### src/rtl/caf_pkg.sv
// Shared types and constants of the processor execution datapath.
package caf_pkg;

  // Status flag bit positions inside the status byte.
  localparam int FLAG_C = 0;
  localparam int FLAG_Z = 1;
  localparam int FLAG_N = 2;
  localparam int FLAG_V = 3;
  localparam int FLAG_S = 4;
  localparam int FLAG_H = 5;
  localparam int FLAG_T = 6;
  localparam int FLAG_I = 7;

  // Values after reset.
  localparam logic [7:0] SREG_RESET = 8'h00;
  localparam logic [15:0] PC_RESET = 16'h0000;
  localparam logic [7:0] REG_RESET = 8'h00;
  localparam logic [3:0] SP_RESET = 4'h0;

  // Register file places that have a fixed role.
  localparam logic [4:0] IDX_PROD_LO = 5'h00;
  localparam logic [4:0] IDX_PROD_HI = 5'h01;
  localparam logic [4:0] IDX_PTR_LO = 5'h1E;
  localparam logic [4:0] IDX_PTR_HI = 5'h1F;

  // Execution cycle counts.
  localparam logic [2:0] CYC_ALU = 3'h1;
  localparam logic [2:0] CYC_WORD = 3'h2;
  localparam logic [2:0] CYC_MUL = 3'h2;
  localparam logic [2:0] CYC_REL_JUMP = 3'h2;
  localparam logic [2:0] CYC_PTR_JUMP = 3'h2;
  localparam logic [2:0] CYC_DIR_JUMP = 3'h3;
  localparam logic [2:0] CYC_REL_CALL = 3'h3;
  localparam logic [2:0] CYC_PTR_CALL = 3'h3;
  localparam logic [2:0] CYC_DIR_CALL = 3'h4;
  localparam logic [2:0] CYC_RETURN = 3'h4;
  localparam logic [2:0] CYC_SKIP_NONE = 3'h1;
  localparam logic [2:0] CYC_SKIP_ONE = 3'h2;
  localparam logic [2:0] CYC_SKIP_TWO = 3'h3;

  // Operations the datapath executes.
  typedef enum logic [5:0] {
    op_add, op_add_carry, op_add_immediate_word, op_sub, op_subtract_immediate,
    op_subtract_with_borrow, op_subtract_imm_with_borrow, op_sub_immediate_word,
    op_and, op_and_with_constant, op_or, op_or_with_constant, op_exclusive_or,
    op_ones_invert, op_twos_complement, op_set_bits_masked, op_clear_bits_masked,
    op_increment, op_decrement, op_zero_minus_test, op_clear, op_set_all_ones,
    op_mul_unsigned, op_multiply_signed, op_multiply_signed_unsigned,
    op_frac_multiply_unsigned, op_frac_multiply_signed, op_frac_multiply_mixed,
    op_relative_jump, op_pointer_jump, op_direct_jump, op_relative_subroutine_call,
    op_pointer_subroutine_call, op_direct_call, op_return, op_interrupt_return,
    op_compare_skip_equal, op_compare, op_compare_with_carry, op_compare_immediate
  } caf_op_t;

  // One decoded instruction as handed to the datapath.
  typedef struct packed {
    caf_op_t op;          // Operation.
    logic [4:0] rd;       // Destination, or low register of a pair.
    logic [4:0] rr;       // Source register.
    logic [7:0] imm;      // Immediate constant.
    logic [15:0] addr;    // Jump target or signed relative offset.
    logic next_two_word;  // The following instruction is two words long.
  } caf_cmd_t;

  // Sequencer states, Gray coded.
  typedef enum logic [1:0] {
    ST_IDLE = 2'b00,
    ST_EXEC = 2'b01
  } caf_state_t;

endpackage : caf_pkg

### src/rtl/caf_core.sv
// Execution datapath: register file, flags, program counter and return stack.
//
// What this block does
// - Add registers, optional carry, one cycle, ZCNVH.
// - Add immediate to register pair, two cycles.
// - Subtract immediate from register pair, two cycles.
// - Subtract register or constant, one cycle, ZCNVH.
// - Subtract with borrow uses carry, one cycle.
// - AND touches only Z, N, V, S.
// - OR touches only Z, N, V, S.
// - Bit clear ANDs with 0xFF minus constant.
// - Bit set ORs constant, one cycle.
// - Test ANDs register with itself, unchanged.
// - Multiplies put product in R1:R0, ZC.
// - Fractional multiplies shift product left once.
// - Pointer jump loads PC from Z, two cycles.
// - Pointer call pushes return, loads Z, three.
// - Compare skip equal advances PC 1, 2 or 3.
// - Register compares set flags, write nothing.
// - Immediate compare sets flags, discards result.
`timescale 1ns/1ns
module caf_core import caf_pkg::*; (
  input wire logic ref_clk,          // Core clock, 10 MHz.
  input wire logic sys_rst,          // Synchronous reset, active high.
  input wire logic cmd_valid,        // An instruction is offered.
  input wire caf_cmd_t cmd,          // The offered instruction.
  output logic cmd_ready,            // Datapath takes an instruction this cycle.
  output logic done,                 // One-cycle pulse when an instruction retires.
  output logic [15:0] pc,            // Program counter.
  output logic [7:0] sreg,           // Status flags.
  input wire logic ld_valid,         // Preload write into the register file.
  input wire logic [4:0] ld_idx,     // Preload register index.
  input wire logic [7:0] ld_data,    // Preload data.
  input wire logic [4:0] peek_idx,   // Register to observe.
  output logic [7:0] peek_data       // Observed register, one cycle late.
);

  ////////////////////////////////////////////////////////////////////////////
  // Storage and sequencer state.
  logic [7:0] rf [32];
  logic [15:0] stk [16];
  logic [3:0] sp;
  caf_state_t state;
  logic [2:0] cnt;
  caf_cmd_t cur;
  logic [7:0] cap_a;
  logic [7:0] cap_b;
  logic [7:0] cap_hi;
  logic [15:0] cap_z;
  logic accept;
  logic fire;
  logic [2:0] next_cycles;
  logic next_equal;

  assign accept = cmd_valid && cmd_ready;
  assign fire = (state == ST_EXEC) && (cnt == 3'h0);
  assign next_equal = rf[cmd.rd] == rf[cmd.rr];

  // Cycle count per operation, fixed when the instruction is taken.
  always_comb begin
    unique case (cmd.op)
      op_add_immediate_word, op_sub_immediate_word: next_cycles = CYC_WORD;
      op_mul_unsigned, op_multiply_signed, op_multiply_signed_unsigned,
      op_frac_multiply_unsigned, op_frac_multiply_signed, op_frac_multiply_mixed:
        next_cycles = CYC_MUL;
      op_relative_jump: next_cycles = CYC_REL_JUMP;
      op_pointer_jump: next_cycles = CYC_PTR_JUMP;
      op_direct_jump: next_cycles = CYC_DIR_JUMP;
      op_relative_subroutine_call: next_cycles = CYC_REL_CALL;
      op_pointer_subroutine_call: next_cycles = CYC_PTR_CALL;
      op_direct_call: next_cycles = CYC_DIR_CALL;
      op_return, op_interrupt_return: next_cycles = CYC_RETURN;
      op_compare_skip_equal: begin
        // Skipping a two-word instruction costs one more fetch.
        if (next_equal) begin
          next_cycles = cmd.next_two_word ? CYC_SKIP_TWO : CYC_SKIP_ONE;
        end else begin
          next_cycles = CYC_SKIP_NONE;
        end
      end
      default: next_cycles = CYC_ALU;
    endcase
  end

  ////////////////////////////////////////////////////////////////////////////
  // Sequencer: take, count down, retire.
  always_ff @(posedge ref_clk) begin
    if (sys_rst) begin
      state <= ST_IDLE;
      cnt <= 3'h0;
      cmd_ready <= 1'b0;
      done <= 1'b0;
    end else begin
      unique case (state)
        ST_IDLE: begin
          done <= 1'b0;
          if (accept) begin
            state <= ST_EXEC;
            cnt <= next_cycles - 3'h1;
            cmd_ready <= 1'b0;
          end else begin
            cmd_ready <= 1'b1;
          end
        end
        ST_EXEC: begin
          if (cnt == 3'h0) begin
            state <= ST_IDLE;
            done <= 1'b1;
            cmd_ready <= 1'b1;
          end else begin
            cnt <= cnt - 3'h1;
          end
        end
      endcase
    end
  end

  // Operands are latched when taken; the file cannot change during execution.
  always_ff @(posedge ref_clk) begin
    if (sys_rst) begin
      cur <= '0;
      cap_a <= 8'h00;
      cap_b <= 8'h00;
      cap_hi <= 8'h00;
      cap_z <= 16'h0000;
    end else if (accept) begin
      cur <= cmd;
      cap_a <= rf[cmd.rd];
      cap_b <= rf[cmd.rr];
      cap_hi <= rf[5'(cmd.rd + 5'h01)];
      cap_z <= {rf[IDX_PTR_HI], rf[IDX_PTR_LO]};
    end
  end

  ////////////////////////////////////////////////////////////////////////////
  // Result and flag computation for the retiring instruction.
  logic wr_lo;
  logic wr_hi;
  logic [4:0] wr_lo_idx;
  logic [4:0] wr_hi_idx;
  logic [7:0] res_lo;
  logic [7:0] res_hi;
  logic [7:0] next_sreg;
  logic [15:0] next_pc;
  logic push;
  logic pop;

  always_comb begin
    logic [7:0] b;
    logic [7:0] av;
    logic cin;
    logic [8:0] s9;
    logic [7:0] r;
    logic [15:0] w;
    logic [8:0] ax;
    logic [8:0] bx;
    logic [17:0] prod;
    logic is_add;
    logic is_sub;
    logic is_logic;
    logic write_r;
    b = 8'h00;
    av = cap_a;
    cin = 1'b0;
    s9 = 9'h000;
    r = 8'h00;
    w = 16'h0000;
    ax = 9'h000;
    bx = 9'h000;
    prod = 18'h00000;
    is_add = 1'b0;
    is_sub = 1'b0;
    is_logic = 1'b0;
    write_r = 1'b0;
    wr_lo = 1'b0;
    wr_hi = 1'b0;
    wr_lo_idx = cur.rd;
    wr_hi_idx = 5'(cur.rd + 5'h01);
    res_lo = 8'h00;
    res_hi = 8'h00;
    next_sreg = sreg;
    next_pc = 16'(pc + 16'h0001);
    push = 1'b0;
    pop = 1'b0;
    unique case (cur.op)
      op_add, op_add_carry: begin
        cin = (cur.op == op_add_carry) & sreg[FLAG_C];
        s9 = {1'b0, cap_a} + {1'b0, cap_b} + {8'h00, cin};
        r = s9[7:0];
        is_add = 1'b1;
        write_r = 1'b1;
      end
      op_sub, op_subtract_immediate, op_subtract_with_borrow, op_subtract_imm_with_borrow,
      op_compare, op_compare_with_carry, op_compare_immediate, op_twos_complement: begin
        b = (cur.op == op_subtract_immediate || cur.op == op_subtract_imm_with_borrow ||
             cur.op == op_compare_immediate) ? cur.imm : cap_b;
        cin = (cur.op == op_subtract_with_borrow || cur.op == op_subtract_imm_with_borrow ||
               cur.op == op_compare_with_carry) & sreg[FLAG_C];
        // Negation is zero minus the operand, so zero is also the minuend seen by H and V.
        if (cur.op == op_twos_complement) begin
          av = 8'h00;
          b = cap_a;
        end
        s9 = {1'b0, av} - {1'b0, b} - {8'h00, cin};
        r = s9[7:0];
        is_sub = 1'b1;
        // Compares only set flags; the difference is dropped.
        write_r = !(cur.op == op_compare || cur.op == op_compare_with_carry ||
                    cur.op == op_compare_immediate);
      end
      op_and, op_and_with_constant, op_zero_minus_test: begin
        r = cap_a & ((cur.op == op_and_with_constant) ? cur.imm :
                     (cur.op == op_zero_minus_test) ? cap_a : cap_b);
        is_logic = 1'b1;
        write_r = 1'b1;
      end
      op_clear_bits_masked: begin
        r = cap_a & (8'hFF - cur.imm);
        is_logic = 1'b1;
        write_r = 1'b1;
      end
      op_or, op_or_with_constant, op_set_bits_masked: begin
        r = cap_a | ((cur.op == op_or) ? cap_b : cur.imm);
        is_logic = 1'b1;
        write_r = 1'b1;
      end
      op_exclusive_or, op_clear: begin
        r = cap_a ^ ((cur.op == op_clear) ? cap_a : cap_b);
        is_logic = 1'b1;
        write_r = 1'b1;
      end
      op_ones_invert: begin
        r = 8'hFF - cap_a;
        is_logic = 1'b1;
        write_r = 1'b1;
        next_sreg[FLAG_C] = 1'b1;
      end
      op_increment, op_decrement: begin
        r = (cur.op == op_increment) ? 8'(cap_a + 8'h01) : 8'(cap_a - 8'h01);
        write_r = 1'b1;
        next_sreg[FLAG_V] = (cur.op == op_increment) ? (r == 8'h80) : (r == 8'h7F);
        next_sreg[FLAG_N] = r[7];
        next_sreg[FLAG_Z] = r == 8'h00;
        next_sreg[FLAG_S] = r[7] ^ next_sreg[FLAG_V];
      end
      op_set_all_ones: begin
        r = 8'hFF;
        write_r = 1'b1;
      end
      op_add_immediate_word, op_sub_immediate_word: begin
        if (cur.op == op_add_immediate_word) begin
          w = 16'({cap_hi, cap_a} + {8'h00, cur.imm});
          next_sreg[FLAG_V] = ~cap_hi[7] & w[15];
          next_sreg[FLAG_C] = cap_hi[7] & ~w[15];
        end else begin
          w = 16'({cap_hi, cap_a} - {8'h00, cur.imm});
          next_sreg[FLAG_V] = cap_hi[7] & ~w[15];
          next_sreg[FLAG_C] = ~cap_hi[7] & w[15];
        end
        next_sreg[FLAG_N] = w[15];
        next_sreg[FLAG_Z] = w == 16'h0000;
        next_sreg[FLAG_S] = w[15] ^ next_sreg[FLAG_V];
        wr_lo = 1'b1;
        wr_hi = 1'b1;
        res_lo = w[7:0];
        res_hi = w[15:8];
      end
      op_mul_unsigned, op_multiply_signed, op_multiply_signed_unsigned,
      op_frac_multiply_unsigned, op_frac_multiply_signed, op_frac_multiply_mixed: begin
        // Sign extension to nine bits lets one signed multiplier serve all modes.
        ax = (cur.op == op_mul_unsigned || cur.op == op_frac_multiply_unsigned) ?
             {1'b0, cap_a} : {cap_a[7], cap_a};
        bx = (cur.op == op_multiply_signed || cur.op == op_frac_multiply_signed) ?
             {cap_b[7], cap_b} : {1'b0, cap_b};
        prod = 18'($signed(ax) * $signed(bx));
        next_sreg[FLAG_C] = prod[15];
        if (cur.op == op_frac_multiply_unsigned || cur.op == op_frac_multiply_signed ||
            cur.op == op_frac_multiply_mixed) begin
          w = {prod[14:0], 1'b0};
        end else begin
          w = prod[15:0];
        end
        next_sreg[FLAG_Z] = w == 16'h0000;
        wr_lo = 1'b1;
        wr_hi = 1'b1;
        wr_lo_idx = IDX_PROD_LO;
        wr_hi_idx = IDX_PROD_HI;
        res_lo = w[7:0];
        res_hi = w[15:8];
      end
      op_relative_jump: next_pc = 16'(pc + cur.addr + 16'h0001);
      op_pointer_jump: next_pc = cap_z;
      op_direct_jump: next_pc = cur.addr;
      op_relative_subroutine_call: begin
        next_pc = 16'(pc + cur.addr + 16'h0001);
        push = 1'b1;
      end
      op_pointer_subroutine_call: begin
        next_pc = cap_z;
        push = 1'b1;
      end
      op_direct_call: begin
        next_pc = cur.addr;
        push = 1'b1;
      end
      op_return, op_interrupt_return: begin
        next_pc = stk[4'(sp - 4'h1)];
        pop = 1'b1;
        if (cur.op == op_interrupt_return) begin
          next_sreg[FLAG_I] = 1'b1;
        end
      end
      op_compare_skip_equal: begin
        if (cap_a == cap_b) begin
          next_pc = 16'(pc + (cur.next_two_word ? 16'h0003 : 16'h0002));
        end
      end
    endcase
    if (write_r) begin
      wr_lo = 1'b1;
      res_lo = r;
    end
    if (is_add || is_sub || is_logic) begin
      next_sreg[FLAG_N] = r[7];
      next_sreg[FLAG_Z] = r == 8'h00;
      next_sreg[FLAG_V] = 1'b0;
    end
    if (is_add) begin
      next_sreg[FLAG_C] = s9[8];
      next_sreg[FLAG_H] = (cap_a[3] & cap_b[3]) | (cap_b[3] & ~r[3]) | (~r[3] & cap_a[3]);
      next_sreg[FLAG_V] = (cap_a[7] & cap_b[7] & ~r[7]) | (~cap_a[7] & ~cap_b[7] & r[7]);
    end
    if (is_sub) begin
      next_sreg[FLAG_C] = s9[8];
      next_sreg[FLAG_H] = (~av[3] & b[3]) | (b[3] & r[3]) | (r[3] & ~av[3]);
      next_sreg[FLAG_V] = (av[7] & ~b[7] & ~r[7]) | (~av[7] & b[7] & r[7]);
      if (cin || cur.op == op_subtract_with_borrow || cur.op == op_subtract_imm_with_borrow ||
          cur.op == op_compare_with_carry) begin
        // Borrow chains keep Z only if every byte so far was zero.
        next_sreg[FLAG_Z] = (r == 8'h00) & sreg[FLAG_Z];
      end
    end
    if (is_add || is_sub || is_logic) begin
      next_sreg[FLAG_S] = next_sreg[FLAG_N] ^ next_sreg[FLAG_V];
    end
  end

  ////////////////////////////////////////////////////////////////////////////
  // Architectural state updates.
  always_ff @(posedge ref_clk) begin
    if (sys_rst) begin
      pc <= PC_RESET;
      sreg <= SREG_RESET;
    end else if (fire) begin
      pc <= next_pc;
      sreg <= next_sreg;
    end
  end

  // Return stack. A call pushes the address of the following instruction.
  always_ff @(posedge ref_clk) begin
    if (sys_rst) begin
      sp <= SP_RESET;
    end else if (fire && push) begin
      stk[sp] <= (cur.op == op_direct_call) ? 16'(pc + 16'h0002) : 16'(pc + 16'h0001);
      sp <= 4'(sp + 4'h1);
    end else if (fire && pop) begin
      sp <= 4'(sp - 4'h1);
    end
  end

  // Register file. Preload is only honoured while idle so it never races a result.
  always_ff @(posedge ref_clk) begin
    if (sys_rst) begin
      for (int i = 0; i < 32; i++) begin
        rf[i] <= REG_RESET;
      end
    end else if (fire) begin
      if (wr_lo) begin
        rf[wr_lo_idx] <= res_lo;
      end
      if (wr_hi) begin
        rf[wr_hi_idx] <= res_hi;
      end
    end else if (ld_valid && state == ST_IDLE) begin
      rf[ld_idx] <= ld_data;
    end
  end

  // Observation port.
  always_ff @(posedge ref_clk) begin
    if (sys_rst) begin
      peek_data <= REG_RESET;
    end else begin
      peek_data <= rf[peek_idx];
    end
  end

  ////////////////////////////////////////////////////////////////////////////
  // Checks.
  property p_add_sum;
    @(posedge ref_clk) disable iff (sys_rst) done && cur.op == op_add |-> rf[cur.rd] == 8'(cap_a + cap_b);
  endproperty
  a_add_sum: assert property (p_add_sum) else $error("add result wrong");

  property p_word_timing;
    @(posedge ref_clk) disable iff (sys_rst)
      accept && cmd.op == op_add_immediate_word |-> ##1 !done ##1 !done ##1 done;
  endproperty
  a_word_timing: assert property (p_word_timing) else $error("word add timing wrong");

  property p_word_sub;
    @(posedge ref_clk) disable iff (sys_rst)
      done && cur.op == op_sub_immediate_word |-> {rf[5'(cur.rd + 5'h01)], rf[cur.rd]} == 16'({cap_hi, cap_a} - cur.imm);
  endproperty
  a_word_sub: assert property (p_word_sub) else $error("word subtract wrong");

  property p_sub_carry;
    @(posedge ref_clk) disable iff (sys_rst) done && cur.op == op_sub |-> sreg[FLAG_C] == (cap_a < cap_b);
  endproperty
  a_sub_carry: assert property (p_sub_carry) else $error("subtract borrow wrong");

  property p_and_keeps;
    @(posedge ref_clk) disable iff (sys_rst)
      done && cur.op == op_and |-> sreg[FLAG_C] == $past(sreg[FLAG_C]) && sreg[FLAG_H] == $past(sreg[FLAG_H]);
  endproperty
  a_and_keeps: assert property (p_and_keeps) else $error("and changed carry");

  property p_clear_bits;
    @(posedge ref_clk) disable iff (sys_rst) done && cur.op == op_clear_bits_masked |-> rf[cur.rd] == (cap_a & ~cur.imm);
  endproperty
  a_clear_bits: assert property (p_clear_bits) else $error("bit clear wrong");

  property p_mul_product;
    @(posedge ref_clk) disable iff (sys_rst)
      done && cur.op == op_mul_unsigned |-> {rf[IDX_PROD_HI], rf[IDX_PROD_LO]} == 16'(cap_a * cap_b);
  endproperty
  a_mul_product: assert property (p_mul_product) else $error("product wrong");

  property p_pointer_jump;
    @(posedge ref_clk) disable iff (sys_rst) accept && cmd.op == op_pointer_jump |-> ##3 done && pc == $past(cap_z);
  endproperty
  a_pointer_jump: assert property (p_pointer_jump) else $error("pointer jump wrong");

  property p_skip;
    @(posedge ref_clk) disable iff (sys_rst)
      done && cur.op == op_compare_skip_equal && cap_a == cap_b && !cur.next_two_word |-> pc == 16'($past(pc) + 16'h0002);
  endproperty
  a_skip: assert property (p_skip) else $error("skip distance wrong");

  property p_compare_keeps;
    @(posedge ref_clk) disable iff (sys_rst) done && cur.op == op_compare |-> rf[cur.rd] == cap_a;
  endproperty
  a_compare_keeps: assert property (p_compare_keeps) else $error("compare wrote a register");

endmodule : caf_core

### config.mk
export PLATFORM = sky130hd
export DESIGN_NAME = caf_core
export DESIGN_NICKNAME = d
export VERILOG_FILES = /design/src/rtl/caf_pkg.sv /design/src/rtl/caf_core.sv
export SDC_FILE = /design/constraint.sdc
export NUM_CORES = 2
export LEC_CHECK = 0
export ABC_AREA = 1
export CORE_MARGIN = 1.5
export CORE_UTILIZATION = 25
export CTS_BUF_LIST = sky130_fd_sc_hd__clkbuf_8 sky130_fd_sc_hd__clkbuf_16
export DETAILED_ROUTE_END_ITERATION = 10
export DONT_BUFFER_PORTS = 1
export RECOVER_POWER = 50
export SYNTH_ARGS = -nofsm -noshare
export SYNTH_HDL_FRONTEND = slang
export SYNTH_SLANG_ARGS = --single-unit
### constraint.sdc
create_clock -name ref_clk -period 6.9 [get_ports ref_clk]
set_input_delay 0.345 -clock ref_clk [delete_from_list [all_inputs] [get_ports ref_clk]]
set_output_delay 0.345 -clock ref_clk [all_outputs]
set_load 0.01 [all_outputs]
# ---- After elaboration in Yosys (flattened, before gate mapping)
# Memories as Yosys holds them, arrays and structs flattened. A register that Yosys moved wholly into a read port is not among the register bits.
# Cells that the tools add are included.
# Widths: inputs -> output; s select.
dict set report classes {
  add_sub_neg 21
  multipliers 1
  div_mod_pow 0
  n_lt_le_gt_ge 0
  n_eq_ne 64
  n_shift 0
  muxes 95
  n_bitwise 44
  reduce_logical 60
}
# operator count
set ops {}
lappend ops {{$eq 6x5->1 const B} 26}
lappend ops {{$mux 8} 16}
lappend ops {{$mux 16} 6}
lappend ops {{$pmux 16 s5} 1}
lappend ops {{$eq 6x6->1 const B} 13}
lappend ops {{$pmux 8 s9} 1}
lappend ops {{$eq 6x4->1 const B} 8}
lappend ops {{$mux 1} 42}
lappend ops {{$reduce_or 8->1} 5}
lappend ops {{$add 16x1->16 const B} 2}
lappend ops {{$logic_not 16->1} 2}
lappend ops {{$pmux 8 s2} 2}
lappend ops {{$eq 6x3->1 const B} 5}
lappend ops {{$mux 5} 5}
lappend ops {{$and 1x1->1} 21}
lappend ops {{$reduce_or 10->1} 2}
lappend ops {{$eq 6x2->1 const B} 3}
lappend ops {{$mux 9} 2}
lappend ops {{$pmux 9 s2} 1}
lappend ops {{$add 16x16->16} 1}
lappend ops {{$add 16x2->16} 1}
lappend ops {{$add 16x2->16 const B} 1}
lappend ops {{$add 16x8->16} 1}
lappend ops {{$and 8x8->8} 2}
lappend ops {{other kinds (49)} 116}
dict set report word_totals {
  register_bits 86
  latchBits 0
  ram_bits 512
  mem_bits_ro 0
  inputBits 63
  output_inout_bits 34
  word_cells 305
  memories 2
}
# name words width rd rd_ports_with_merged_regs wr line_no
set mem_list {}
lappend mem_list {rf 32 8 6 4 32 caf_core.sv:40} ;# logic [7:0] rf [32];
lappend mem_list {stk 16 16 1 0 1 caf_core.sv:41} ;# logic [15:0] stk [16];

# ---- Longest topological paths before layout
dict set report logic_depth {
  word_depth 16
  depth_mapped 35
  depth_no_buf 33
}

# ---- Worst setup path before layout
# OpenSTA, ideal clock, no wires.
dict set report synth_timing {
  path_kind {reg2reg}
  start {reg cur[38] in the netlist's numbering}
  end {mem rf[14][7] (data pin)}
  setup_time_ns 0.268
  arrival_time_ns 5.812
  t_required_ns 6.632
  path_slack_ns 0.820
  stages_incl_launch_ff 34
  n_path_buf 2
  synth_period_minus_slack_ns 6.080
  path_cell_list {dfxtp_1 -> inv_2 -> nand2_1 -> nor2_1 -> o21ai_1 -> nand2_1 -> nor2_1 -> inv_1 -> fa_1 -> fa_1 -> inv_1 -> fa_1 -> fa_1 -> inv_1 -> fa_1 -> inv_1 -> ha_1 -> nand2_1 -> nand2_1 -> inv_1 -> nand2_1 -> nand3_1 -> nand2_1 -> nand2_1 -> nand2_1 -> a21oi_1 -> nand3_1 -> nand3_1 -> a21oi_1 -> or2_2 -> clkbuf_1 -> clkbuf_1 -> nand2_1 -> o21ai_0}
}
# item line_no
set synth_lines {}
lappend synth_lines {{start, declared} caf_core.sv:45} ;# caf_cmd_t cur;
lappend synth_lines {{start signal, assigned} caf_core.sv:127} ;# cur <= cmd;
lappend synth_lines {{end, declared} caf_core.sv:40}

==> results_dict.tcl <==
set metrics [dict create \
    clk_path_buf_depth 3 \
    min_period_ps 6500 \
    ios 97 \
    dieWidth_um 427 \
    period_share_pct 94.1 \
    fin_util_pct 28.1 \
    leakagePower_uw 0.0199 \
    fmax_ghz 0.154 \
    yosys_warnings 0 \
    clkTransAtPathRegs_ps 60 \
    postRouteAntennaNets 0 \
    p_total_uw 10900 \
    sw_frac_of_total_pct 34.4 \
    vias 45895 \
    dieArea_um2 182000 \
    synth_edf_count 512 \
    p_switching_uw 3760 \
    grt_pass1_wl_um 281000 \
    syn_nets 6279 \
    via_per_inst 5.53 \
    ctsHtreeMaxLevel 3 \
    crit_arrival_ps 6900 \
    worst_slack_ps 404 \
    die_h_um 427 \
    max_cap_violations 11 \
    dp_hpwl_um 128000 \
    io_buffers 0 \
    slowest_stage "fa_1" \
    pwr-share-clk_pct 36.9 \
    hp-class "in -> reg" \
    crit_type "reg -> reg" \
    maxSlewHeadroom_pct -110 \
    clock_skew_ps 47.5 \
    fill_cells 19249 \
    cts_tree "built" \
    rows 155 \
    cts_buffers 76 \
    netlist_instances 6036 \
    antenna_found_initial 14 \
    final_layout_size_suffix_gt1_share_pct 5.19 \
    num-nets-final 6116 \
    worst-path-buf-inv 7 \
    synth-seq-cells 629 \
    insertion_delay_ps 730 \
    rrSetupSlack_ps 400 \
    grt_start_max_net_pins 292 \
    synth_ff_type "edfxtp_1" \
    grt_usage_pct 20.5 \
    pwr-share-comb_pct 23.1 \
    wl_met3_um 21300 \
    drt_first_pass_iters 7 \
    worstPathMaxFanout 32 \
    pwr-share-seq_pct 40.0 \
    gp_congestion 0.982 \
    syn_area_per_cell_um2 7.44 \
    topRoutingLayerUsed "met5" \
    crit_required_ps 7310 \
    start_util_pct 25.2 \
    crit_path_start_kind "flip-flop" \
    drc_errors 0 \
    cts.root.buffer_cell "clkbuf_16" \
    cp-end-kind "flip-flop" \
    synth_cell_type_count 60 \
    met2_wirelength_um 86800 \
    ys_seq_area_share_pct 39.5 \
    core-area_um2 178000 \
    grt_pass1_vias 42121 \
    pre_cts_slack_ps 251 \
    setup_viol 0 \
    powerDensity_nw_per_um2 218 \
    syn2layout_area_growth_pct 11.7 \
    crit_family "adder cells" \
    cpPeakStageDelay_ps 510 \
    synth_area_um2 44900 \
    peakVddDrop_mv 0.200 \
    wl_per_cell_um 23.5 \
    intPower_uw 7160 \
    rsz0062_at_grt "false" \
    async_flop_share_pct 0 \
    grt_overflow_total 0 \
    max_slew.worst_pin.slew_ps 3140 \
    drt_iter0_drc 6463 \
    drt_wl_total_um 195000 \
    cpMostUsedCell "nand2_1" \
    status "complete, but fails checks" \
    setup_tns_ps 0 \
    m1WireLength_um 73800 \
    clock_sinks 629 \
    drv_slew 463 \
    violations "max-capacitance violations, max-slew violations" \
    hold_viol 0 \
]
## final timing paths
kind	start	end	cells past startpoint
min reg2reg	cnt[0]$_SDFFE_PP0P_	cnt[0]$_SDFFE_PP0P_	2
max reg2reg	cur[36]$_SDFFE_PP0P_	rf[30][7]$_DFFE_PP_	32
min	cmd[7]	cur[7]$_SDFFE_PP0P_	2
max	cur[36]$_SDFFE_PP0P_	rf[30][7]$_DFFE_PP_	32
## per-stage QoR
| stage | cells | instance area (µm²) | hold slack [ps] |
|---|---|---|---|
| after global placement | 8109 | 47400 | 457 |
| after global routing | 8293 | 50200 | 26.0 |
| after CTS | 8287 | 50300 | 0.588 |
| after detailed placement | 8109 | 47400 | 465 |
| final | 8295 | 50200 | 6.43 |
| after floorplan | 6036 | 44900 | 424 |
## final cells by class
type                            instances  area (µm²)  area share (%)
Multi-Input combinational cell       4506       23900            47.6
Sequential cell                       629       17700            35.3
Antenna cell                            7        17.5          0.0349
Timing Repair Buffer                  151        1250            2.50
Inverter                              509        1930            3.84
Clock buffer                           81        1990            3.97
Clock inverter                         57         448           0.893
Tap cell                             2355        2950            5.87
## state kept, by name, indices dropped and copies added (netlist names), 7 cells and up
signal and flops:
cap_z 16, cap_hi 8, cur 36, cap_a 8
pc 16, sreg 7, rf 256, stk 256
cap_b 8, peek_data 8
## cell usage in the layout, fill, tap and decap left out, types with 9 or more instances in the layout
cell,n
nand2_1,1620
nand3_1,655
edfxtp_1,512
inv_1,504
nor2_1,459
o21ai_0,431
a21oi_1,329
o22ai_1,201
dfxtp_1,113
ha_1,108
clkbuf_16,78
o221ai_1,73
buf_4,73
fa_1,71
o211ai_1,63
nor3_1,50
xor2_1,48
mux2i_1,39
dlygate4sd3_1,39
a31oi_1,37
o21ai_1,35
nand4_1,33
o311ai_0,31
nand2_2,30
a22oi_1,30
clkbuf_1,29
a221oi_1,24
inv_2,18
clkinv_1,15
a32o_1,14
xnor2_1,13
or2_2,12
nor2_2,12
nand3b_1,9
o2111ai_1,9
buf_12,9
## cell families (layout without fill, tap and decap cells)
kind of cell / after synthesis / after routing / synth area share [%]
other: 1 / 8 / 0.00835
muxes: 39 / 39 / 0.869
DFF: 629 / 629 / 39.5
buffers and inverters: 901 / 798 / 7.64
and+or+nand+nor: 2905 / 2905 / 27.1
AOI/OAI and AO/OA: 1317 / 1317 / 17.5
adders and majority gates: 180 / 180 / 6.20
xor gates and xnor gates: 64 / 64 / 1.25
## routing by layer
layer / vias up / global-route usage (%)
met5: - / 0
met2: 2926 / 32.0
li1: 20524 / -
met3: 657 / 5.25
met4: 4 / 12.5
met1: 21784 / 25.3
## power by group through the flow
stage	logic (µW)	clock network [µW]	registers [µW]
4_1_cts	2430	4070	4370
2_1_floorplan	1610	0	4380
3_5_place_dp	2390	0	4450
5_1_grt	2680	4200	4380
6_report	2520	4030	4370
3_3_place_gp	2360	0	4440
## worst reg2reg max path: cells and delay by family, from the launching register on
kind,cells,cell delay (ps)
buffers and inverters,7,620
AOI/OAI and AO/OA,4,650
DFF,1,400
adders and majority gates,6,2790
and+or+nand+nor,15,1770
## synth_stat cells, drive strengths merged, types with 24 or more instances
library cell  number  area, µm²
a21oi            329       1650
a221oi            24        210
a22oi             37        278
a31oi             37        231
buf               67        299
clkbuf           325       1220
dfxtp            117       2340
edfxtp           512      15400
fa                71       1420
ha               109       1360
inv              502       1880
mux2i             39        390
nand2           1658       6350
nand3            657       3300
nand4             33        206
nor2             474       1820
nor3              56        325
o211ai            63        473
o21ai            473       2380
o221ai            73        639
o22ai            201       1260
o311ai            31        272
xor2              50        438
## repair_timing
action / CTS / global route
endpoints found under the setup margin: 0 / 35
gates resized for setup: 0 / 7
hold endpoints to repair: 66 / 0
buffers inserted: 0 / 0
hold buffers: 40 / 0
Power figures use the tool's default switching activity.
